## src/hdl/emc_pkg.sv

```systemverilog
// Shared constants of the memory error collector.
// Assumes a single 100 MHz clock and a synchronous active-high reset.
package emc_pkg;

  // ----------------------------------------------------------------
  // Sizes
  // ----------------------------------------------------------------
  localparam int ADDR_W      = 20;
  localparam int TABLE_DEPTH = 16;

  // ----------------------------------------------------------------
  // Error classification by flipped-bit count
  // ----------------------------------------------------------------
  localparam logic [1:0] BITS_NONE   = 2'h0;
  localparam logic [1:0] BITS_SINGLE = 2'h1;

  // ----------------------------------------------------------------
  // Values after reset
  // ----------------------------------------------------------------
  localparam logic RST_FLAG  = 1'h0;
  localparam logic RST_VALID = 1'h0;

endpackage

```

## src/hdl/emc_table.sv

```systemverilog
// Reporting table store: address and class per entry, valid bits,
// registered read port and all entries laid out for parallel search.
// Assumes the parent supplies in-range indices.
module emc_table #(
  parameter int DEPTH  = emc_pkg::TABLE_DEPTH,
  parameter int ADDR_W = emc_pkg::ADDR_W,
  parameter int IDX_W  = $clog2(DEPTH)
) (
  // Clock and reset
  input  wire logic                          clk,
  input  wire logic                          srst,
  // Control
  input  wire logic                          clr,
  // Write port
  input  wire logic                          wr_en,
  input  wire logic [IDX_W-1:0]              wr_idx,
  input  wire logic [ADDR_W-1:0]             wr_addr,
  input  wire logic                          wr_unc,
  // Read port
  input  wire logic                          rd_en,
  input  wire logic [IDX_W-1:0]              rd_idx,
  output logic      [ADDR_W-1:0]             rd_addr,
  output logic                               rd_unc,
  output logic                               rd_used,
  // Search view
  output logic      [DEPTH-1:0]              ent_valid,
  output logic      [DEPTH-1:0][ADDR_W-1:0]  ent_addr
);

  typedef struct packed {
    logic [DEPTH-1:0]             valid;
    logic [DEPTH-1:0]             unc;
    logic [DEPTH-1:0][ADDR_W-1:0] addr;
    logic [ADDR_W-1:0]            rd_addr;
    logic                         rd_unc;
    logic                         rd_used;
  } emc_tbl_state_t;

  emc_tbl_state_t r_reg;
  emc_tbl_state_t r_next;

  // ----------------------------------------------------------------
  // Next state
  // ----------------------------------------------------------------
  always_comb begin
    r_next = r_reg;
    if (wr_en) begin
      r_next.valid[wr_idx] = 1'h1;
      r_next.unc[wr_idx]   = wr_unc;
      r_next.addr[wr_idx]  = wr_addr;
    end
    if (clr) begin
      r_next.valid = '0;
    end
    if (rd_en) begin
      r_next.rd_addr = r_reg.addr[rd_idx];
      r_next.rd_unc  = r_reg.unc[rd_idx];
      r_next.rd_used = r_reg.valid[rd_idx];
    end
  end

  // ----------------------------------------------------------------
  // State register
  // ----------------------------------------------------------------
  always_ff @(posedge clk) begin
    if (srst) begin
      r_reg <= '0;
    end else begin
      r_reg <= r_next;
    end
  end

  assign rd_addr   = r_reg.rd_addr;
  assign rd_unc    = r_reg.rd_unc;
  assign rd_used   = r_reg.rd_used;
  assign ent_valid = r_reg.valid;
  assign ent_addr  = r_reg.addr;

endmodule

```

## src/hdl/emc_top.sv

```systemverilog
// Memory error manager: collects SRAM ECC error events, records them in
// a reporting table and forwards reports to the fault collection unit.
// Assumes the ECC checkers present at most one event per cycle.
module emc_top #(
  parameter int DEPTH  = emc_pkg::TABLE_DEPTH,
  parameter int ADDR_W = emc_pkg::ADDR_W,
  parameter int IDX_W  = $clog2(DEPTH),
  parameter int CNT_W  = $clog2(DEPTH + 1)
) (
  // Clock and reset
  input  wire logic              clk,
  input  wire logic              srst,
  // ECC checker events
  input  wire logic              err_valid,
  input  wire logic [ADDR_W-1:0] err_addr,
  input  wire logic [1:0]        err_bits,
  // Fault collection unit reports
  output logic                   fcu_corr,
  output logic                   fcu_uncorr,
  output logic      [ADDR_W-1:0] fcu_addr,
  // Record indication
  output logic                   rec_valid,
  output logic                   rec_unc,
  output logic                   rec_new,
  // Software preload
  input  wire logic              sw_wr_req,
  input  wire logic [ADDR_W-1:0] sw_wr_addr,
  input  wire logic              sw_wr_unc,
  output logic                   sw_wr_done,
  // Software table read
  input  wire logic              sw_rd_en,
  input  wire logic [IDX_W-1:0]  sw_rd_idx,
  output logic                   sw_rd_valid,
  output logic      [ADDR_W-1:0] sw_rd_addr,
  output logic                   sw_rd_unc,
  output logic                   sw_rd_used,
  // Table control and status
  input  wire logic              tbl_clear,
  output logic      [CNT_W-1:0]  tbl_count,
  output logic                   tbl_overflow
);

  // ----------------------------------------------------------------
  // Parameter checks
  // ----------------------------------------------------------------
  if (DEPTH < 2 || ADDR_W < 1 || IDX_W != $clog2(DEPTH) || CNT_W != $clog2(DEPTH + 1)) begin : g_bad_param
    $error("emc_top: unsupported parameter values");
  end

  typedef struct packed {
    logic              evt_v;
    logic [ADDR_W-1:0] evt_addr;
    logic              evt_unc;
    logic [CNT_W-1:0]  cnt;
    logic              ovf;
    logic              rep_c;
    logic              rep_u;
    logic [ADDR_W-1:0] rep_addr;
    logic              rec_v;
    logic              rec_unc;
    logic              rec_new;
    logic              sw_done;
    logic              rd_v;
  } emc_state_t;

  emc_state_t r_reg;
  emc_state_t r_next;

  logic [DEPTH-1:0]             ent_valid;
  logic [DEPTH-1:0][ADDR_W-1:0] ent_addr;
  logic [DEPTH-1:0]             match;
  logic                         hit;
  logic                         full;
  logic                         hw_wr;
  logic                         sw_go;
  logic                         wr_en;
  logic [ADDR_W-1:0]            wr_addr;
  logic                         wr_unc;

  // ----------------------------------------------------------------
  // Table search
  // ----------------------------------------------------------------
  for (genvar i = 0; i < DEPTH; i++) begin : g_cmp
    assign match[i] = ent_valid[i] && (ent_addr[i] == r_reg.evt_addr);
  end

  assign hit   = |match;
  assign full  = (r_reg.cnt == CNT_W'(DEPTH));
  assign hw_wr = r_reg.evt_v && !hit && !full;
  assign sw_go = sw_wr_req && !r_reg.sw_done && !r_reg.evt_v && !tbl_clear;
  assign wr_en = hw_wr || (sw_go && !full);
  assign wr_addr = hw_wr ? r_reg.evt_addr : sw_wr_addr;
  assign wr_unc  = hw_wr ? r_reg.evt_unc : sw_wr_unc;

  // ----------------------------------------------------------------
  // Next state
  // ----------------------------------------------------------------
  always_comb begin
    r_next         = r_reg;
    r_next.rep_c   = 1'h0;
    r_next.rep_u   = 1'h0;
    r_next.rec_v   = 1'h0;
    r_next.sw_done = sw_go;
    r_next.rd_v    = sw_rd_en;
    // Capture stage
    r_next.evt_v    = err_valid && (err_bits != emc_pkg::BITS_NONE);
    r_next.evt_addr = err_addr;
    r_next.evt_unc  = (err_bits > emc_pkg::BITS_SINGLE);
    // Decision stage
    if (r_reg.evt_v) begin
      r_next.rec_v    = 1'h1;
      r_next.rec_unc  = r_reg.evt_unc;
      r_next.rec_new  = !hit;
      r_next.rep_addr = r_reg.evt_addr;
      if (r_reg.evt_unc) begin
        r_next.rep_u = 1'h1;
      end else begin
        r_next.rep_c = !hit;
      end
      if (!hit && full) begin
        r_next.ovf = 1'h1;
      end
    end
    if (sw_go && full) begin
      r_next.ovf = 1'h1;
    end
    if (wr_en) begin
      r_next.cnt = r_reg.cnt + CNT_W'(1);
    end
    if (tbl_clear) begin
      r_next.cnt = '0;
      r_next.ovf = emc_pkg::RST_FLAG;
    end
  end

  // ----------------------------------------------------------------
  // State register
  // ----------------------------------------------------------------
  always_ff @(posedge clk) begin
    if (srst) begin
      r_reg <= '0;
    end else begin
      r_reg <= r_next;
    end
  end

  // ----------------------------------------------------------------
  // Reporting table
  // ----------------------------------------------------------------
  emc_table #(
    .DEPTH  (DEPTH),
    .ADDR_W (ADDR_W),
    .IDX_W  (IDX_W)
  ) u_table (
    .clk       (clk),
    .srst      (srst),
    .clr       (tbl_clear),
    .wr_en     (wr_en),
    .wr_idx    (r_reg.cnt[IDX_W-1:0]),
    .wr_addr   (wr_addr),
    .wr_unc    (wr_unc),
    .rd_en     (sw_rd_en),
    .rd_idx    (sw_rd_idx),
    .rd_addr   (sw_rd_addr),
    .rd_unc    (sw_rd_unc),
    .rd_used   (sw_rd_used),
    .ent_valid (ent_valid),
    .ent_addr  (ent_addr)
  );

  // ----------------------------------------------------------------
  // Outputs
  // ----------------------------------------------------------------
  assign fcu_corr     = r_reg.rep_c;
  assign fcu_uncorr   = r_reg.rep_u;
  assign fcu_addr     = r_reg.rep_addr;
  assign rec_valid    = r_reg.rec_v;
  assign rec_unc      = r_reg.rec_unc;
  assign rec_new      = r_reg.rec_new;
  assign sw_wr_done   = r_reg.sw_done;
  assign sw_rd_valid  = r_reg.rd_v;
  assign tbl_count    = r_reg.cnt;
  assign tbl_overflow = r_reg.ovf;

endmodule

```

## config.mk

```make
export PLATFORM = sky130hd
export DESIGN_NAME = emc_top
export DESIGN_NICKNAME = d
export VERILOG_FILES = /design/src/hdl/emc_pkg.sv /design/src/hdl/emc_table.sv /design/src/hdl/emc_top.sv
export SDC_FILE = /design/constraint.sdc
export NUM_CORES = 1
export LEC_CHECK = 0
export ABC_AREA = 1
export CAP_MARGIN = 10
export CORE_UTILIZATION = 30
export CTS_CLUSTER_DIAMETER = 60
export DETAILED_ROUTE_END_ITERATION = 10
export DONT_BUFFER_PORTS = 1
export GPL_ROUTABILITY_DRIVEN = 0
export MAX_ROUTING_LAYER = met4
export PLACE_DENSITY = 0.47
export SLEW_MARGIN = 30
export SYNTH_ARGS = -nofsm -noshare
export SYNTH_HDL_FRONTEND = slang
export SYNTH_HIERARCHICAL = 1
export SYNTH_SLANG_ARGS = --single-unit
```

## constraint.sdc

```tcl
create_clock -name clk -period 6 [get_ports clk]
set_input_delay 1.2 -clock clk [delete_from_list [all_inputs] [get_ports clk]]
set_output_delay 1.2 -clock clk [all_outputs]
set_load 0.005 [all_outputs]
```

==> results.toml, run 1 <==
[hold_path]
hold-path-cell-count = 2
worstHoldStart = "u_table/r_reg[354]"
min_to = "u_table/r_reg[354]"
hold_path_class = "register to register"

[grt]
use_met2_pct = 38.8
grt-busiest-layer = "met2"
grt_max_degree = 178
grt_pass1_wl_um = 165000
antenna_found_initial = 2
grtUsageTotal_pct = 25.3
grt_use_met1_pct = 32.8
first_global_vias = 23326
grt_overflow_total = 0
grt_use_met3_pct = 3.99

[timing]
timing.final.crit_share_pct = 84.4
fmax_mhz = 198
worstMarginPinSlew_ns = 1.04
fin_worst_skew_ns = 0.0423
slew_headroom_pct = 30.6
rsz0062_at_grt = "no"
min_period_ns = 5.06
final_max_slew_viol_count = 0
finalSetupViolCount = 0
final.setup.tns_ns = 0
hold_viol = 0

[synth]
synth_cells = 4353
synth_compound_area_share_pct = 10.8
syn_nets = 4408
ys_seq_area_share_pct = 31.9
syn_area_sq_um = 26900
synthAdderAreaFrac_pct = 0.0930
synth_top_family_by_area = "simple AND/OR/NAND/NOR gates"
yosysUniqueCellTypes = 34
synth_top_area_cell = "dfxtp_1"
avgSynthCellArea_sq_um = 6.18
synth_edf_count = 0
synth_seq_cells = 429
yosysMostFrequentCell = "nand2_1"
yosys_most_used_dff = "dfxtp_1"
ys_top_cells_by_count = "nand2_1 (1,078), nor2_1 (894), buf_4 (433), dfxtp_1 (429), o21ai_0 (418)"
async_flop_share_pct = 0
synthTopCellsByArea = "dfxtp_1 (32%), nand2_1 (15%), nor2_1 (12%)"
synth_top_area_share_pct = 31.9
muxShareOfSynthArea_pct = 0
synthXorXnorAreaFrac_pct = 2.25
yosysWarnings = 6
synthSimpleGateAreaFrac_pct = 34.3

[critical_path]
worstPathCellList = "clkinv_1, o21ai_0, nor2_1, nand2_1, nor2_1, nand3_1, nand2_1, nor2_1, nand2_2, nor2_4, nand3_2, buf_4, o21ai_2, buf_4, nor2_1, nor2_1"
criticalPathCategory = "register to register"
setup.worst_path.start_class = "register"
r2r-end = "u_table/ent_addr[175]"
arrival_ns = 5.61
crit_top_cell = "nor2_1"
end_kind = "register"
critPathMaxFanout = 23
reg2reg_depth = 16
worstPathRequired_ns = 6.55
critical-path-slowest-cell = "clkinv_1"
reg2reg_slack_ns = 0.94
critPathMaxStageDelay_ns = 0.90
r2r_start = "r_reg[35]"

[clock_tree]
insertion_delay_ns = 0.65
hold_buffers = 0
cts_root_buf = "clkbuf_16"
cts_tree = "yes"
cts_resized = 0
cts_sinks = 429
cts_buffers = 55
cts_max_level = 2
clk_pin_slew_ns = 0.06
post_cts_buffers = 0
clockBufferDepth = 3

[run]
cap_violations = 0

[routing]
ant_nets = 0
drc = 18
routedWlPerCell_um = 22.6
drt_pre_antenna_iters = 11
drt-initial-drc-count = 2543
vias = 25487
drt_wl_total_um = 115000
viasPerCell = 5.04

[pwr]
peakVddDrop_uv = 211
p_leak_uw = 0.0115
powerDensity_nw_per_um2 = 277
totalPowerFinal_uw = 7410

[floorplanning]
ioPinCount = 108
dieArea_sq_um = 90900
rows = 109
die_w_um = 301
core_sq_um = 88600
start_util_pct = 30.3
fp.dieH_um = 301

[final_layout]
area_delta_synth_final_pct = -0.782
fin_nets = 3901
multiInputGateArea_sq_um = 12800
largest_register_ffs = 320
regArea_sq_um = 8590
drive_above_1_share_pct = 6.17
fillers = 9997

[placement]
portBuffers = 0
place.detailed.hpwl_um = 76700

[run_status]
status = "finished, violations left"
failed_checks = "DRC"
-- worst max-delay path: cells and delay by family (launching register included) --
family	cells	cell delay, ns
compound gates	2	1.20
buf+inv	3	1.54
simple gates	11	1.53
flops	1	0.66
-- layout by cell type (no fill, tap or decap), types with 7 or more instances in the layout --
cell,n
nand2_1,1078
xnor2_1,43
bufinv_16,7
nor2_1,888
a21oi_1,67
clkbuf_1,12
buf_4,83
inv_1,289
clkbuf_8,13
nor2_2,7
o211ai_1,10
o21ai_1,51
clkbuf_16,55
o21ai_0,418
dfxtp_1,428
xor2_1,26
inv_2,19
o21ai_2,12
nand3_1,327
-- report_power, final --
| group | switching, uW | internal (uW) | total [uW] |
|---|---|---|---|
| clock | 1450 | 2160 | 3620 |
| combinational | 624 | 208 | 832 |
| sequential | 55.7 | 2900 | 2960 |
| total | 2130 | 5280 | 7410 |
-- layer usage --
metal	vias up	part of all wire [%]	routed length, um
li1	12114	-	-
met1	11995	43	49100
met2	1147	44	50600
met3	231	8.2	9410
met4	0	4.7	5380
met5	-	0	0
-- how the worst max path moves through the flow --
| stage | from | endpoint | slack, ns | cells after the start |
|---|---|---|---|---|
| floorplan | tbl_clear | u_table/ent_addr[110] | 3.47 | 11 |
| global placement | r_reg[35] | u_table/ent_addr[3] | 1.44 | 16 |
| detailed placement | r_reg[35] | u_table/ent_addr[10] | 1.41 | 16 |
| CTS | r_reg[35] | u_table/ent_addr[10] | 1.34 | 16 |
| global route | r_reg[35] | u_table/ent_addr[184] | 0.45 | 19 |
| finish | r_reg[35] | u_table/ent_addr[175] | 0.94 | 16 |
-- stage by stage --
step	hold slack [ns]	std cells	worst slack (ns)	utilization [%]	area, sq um
global route	0.464	5058	0.447	30.1	26700
CTS	0.450	5057	1.34	30.1	26700
floorplan	0.399	4353	3.47	-	26900
finish	0.448	5058	0.939	30.1	26700
detailed placement	0.441	4954	1.41	27.9	24700
global placement	0.441	4954	1.44	27.9	24700
-- cell families (layout without fill, tap and decap cells) --
kind of cell,Yosys count,count (layout)
adders and majority gates,2,2
AOI/OAI and AO/OA,564,564
buffers and inverters,964,503
xor gates and xnor gates,69,69
and+or+nand+nor,2325,2325
DFF,429,429
other,0,1
-- area by class of cell --
class | count | share of cell area [%]
clock inverter | 23 | 1.34
inverter | 315 | 4.49
sequential | 429 | 32.2
tap | 1165 | 5.46
multi-input combinational | 2960 | 48.0
timing repair buffer | 85 | 2.48
antenna | 1 | 0.00938
clock buffer | 80 | 6.00
Power figures use the tool's default switching activity.
==> run 2, diff against run 1 <==
--- a/config.mk
+++ b/config.mk
@@ -13,7 +13,7 @@
 export DONT_BUFFER_PORTS = 1
 export GPL_ROUTABILITY_DRIVEN = 0
 export MAX_ROUTING_LAYER = met4
-export PLACE_DENSITY = 0.47
+export PLACE_DENSITY = 0.48
 export SLEW_MARGIN = 30
 export SYNTH_ARGS = -nofsm -noshare
 export SYNTH_HDL_FRONTEND = slang
==> constraint.sdc (replaced) <==
create_clock -name clk -period 4.4 [get_ports clk]
set_input_delay 0.88 -clock clk [delete_from_list [all_inputs] [get_ports clk]]
set_output_delay 0.88 -clock clk [all_outputs]
set_load 0.005 [all_outputs]
==> run 2 against run 1 <==
Compared with the run above: the flow still finishes with violations (DRC); non-clock buffer count rose by 18; sequential cell count did not move; register-to-register slack got worse by 0.61 ns; clock power rose by 37%; sequential share of layout area fell by 0.25 points; clock skew fell by 0.00090 ns; routed wire length fell by 3.6%; largest cell class unchanged.
==> results.toml, run 2 (synthesis results as in run 1) <==
[hold_path]
hold_path_class = "input pin to register"
worstHoldStart = "srst"
min_to = "r_reg[53]"
hold-path-cell-count = 1

[final_layout]
final_cell_mix = "nand2_1 (1,078), nor2_1 (891), dfxtp_1 (428)"
layout_commonest_cell = "nand2_1"
fin_nets = 3916
largest_register_ffs = 320
multiInputGateArea_sq_um = 12900
antenna_cells = 0
drive_above_1_share_pct = 6.46
area_delta_synth_final_pct = 0.00948
fillers = 9912
regArea_sq_um = 8590

[grt]
grt_pass1_wl_um = 160000
grt_max_degree = 178
grt_overflow_total = 0
grtUsageTotal_pct = 24.5
antenna_found_initial = 1
first_global_vias = 22938

[timing]
hold_viol = 0
finalSetupViolCount = 0
slew_headroom_pct = 31.5
final_max_slew_viol_count = 0
fin_worst_skew_ns = 0.0414
timing.final.crit_share_pct = 92.6
worstMarginPinSlew_ns = 1.03
rsz0062_at_grt = "no"
min_period_ns = 4.08
final.setup.tns_ns = 0
fmax_mhz = 245

[critical_path]
r2r_start = "r_reg[35]"
reg2reg_depth = 23
criticalPathCategory = "register to register"
reg2reg_slack_ns = 0.32
critPathMaxFanout = 22
critPathBufInv = 6
setup.worst_path.start_class = "register"
critical-path-slowest-cell = "buf_4"
r2r-end = "u_table/ent_addr[133]"
worstPathRequired_ns = 4.94
end_kind = "register"
arrival_ns = 4.61
critPathMaxStageDelay_ns = 0.37
worstPathCellList = "inv_1, buf_4, buf_4, nand2_1, nand2_1, nor2_1, nand2_1, nor2_1, nand3_1, nand2_1, nor2_1, nand2_2, nor2_4, nand2_2, nand2_4, nand2_2, inv_2, nand3_2, buf_4, nor2_2, buf_4, o21ai_0, nor2_1"
crit_family = "simple AND/OR/NAND/NOR gates"
worstSetupStartpoint = "r_reg[35]"

[routing]
vias = 25142
routedWlPerCell_um = 21.8
drc = 13
ant_nets = 0
viasPerCell = 4.96
drt_pre_antenna_iters = 10
drt-initial-drc-count = 2780
drt_wl_total_um = 110000

[clock_tree]
cts_sinks = 429
post_cts_buffers = 0
clockBufferDepth = 3
clk_pin_slew_ns = 0.06
cts_root_buf = "clkbuf_16"
insertion_delay_ns = 0.64
cts_buffers = 52
cts_max_level = 2
cts_tree = "yes"

[pwr]
peakVddDrop_uv = 321
p_leak_uw = 0.0116
powerDensity_nw_per_um2 = 375
totalPowerFinal_uw = 10100

[floorplanning]
rows = 109
fp.dieH_um = 301
die_w_um = 301
dieArea_sq_um = 90900
ioPinCount = 108
start_util_pct = 30.3
core_sq_um = 88600

[run]
cap_violations = 0

[placement]
portBuffers = 0
place.detailed.hpwl_um = 76800

[run_status]
failed_checks = "DRC"
status = "finished, violations left"
run 2: power by group:
group	internal, uW	switching (uW)	total (uW)
Sequential	3960	83.3	4040
Clock	3020	1940	4960
Combinational	292	791	1080
run 2: how the worst max path moves through the flow:
stage | endpoint | slack (ns) | cells past startpoint
2_1_floorplan | u_table/r_reg[347] | 1.95 | 22
3_3_place_gp | u_table/ent_addr[51] | 0.30 | 23
3_5_place_dp | u_table/ent_addr[41] | 0.24 | 23
4_1_cts | u_table/ent_addr[56] | 0.21 | 23
5_1_grt | u_table/ent_addr[134] | 0.11 | 23
6_report | u_table/ent_addr[133] | 0.32 | 23
run 2: through the flow:
stage / util [%] / cells / cell area (sq um) / worst slack (ns) / hold WS, ns
floorplan: - / 4353 / 26900 / 1.95 / 0.399
detailed placement: 28.1 / 4972 / 24900 / 0.242 / 0.439
finish: 30.3 / 5067 / 26900 / 0.324 / 0.341
global route: 30.3 / 5067 / 26900 / 0.114 / 0.333
global placement: 28.1 / 4972 / 24900 / 0.303 / 0.435
CTS: 30.3 / 5067 / 26900 / 0.209 / 0.314
run 2: final cells by class:
| type | count | share of cell area [%] |
|---|---|---|
| Clock buffer | 64 | 5.31 |
| Clock inverter | 31 | 1.86 |
| Inverter | 315 | 4.46 |
| Multi-Input combinational cell | 2960 | 47.8 |
| Sequential cell | 429 | 31.9 |
| Tap cell | 1165 | 5.42 |
| Timing Repair Buffer | 103 | 3.20 |
run 2: metal layers:
metal	share of wire [%]	vias up	global-route usage, %
met5	0	-	-
met4	4.1	0	9.81
met3	7.4	193	3.24
met2	45	1077	37.9
met1	44	11727	32.2
li1	-	12145	-
run 2: timing repair:
| action | in CTS | in global routing |
|---|---|---|
| hold buffers | 0 | 0 |
| resized for setup | 0 | 2 |
| endpoints found under the hold margin | 0 | 0 |
| setup endpoints to repair | 0 | 14 |
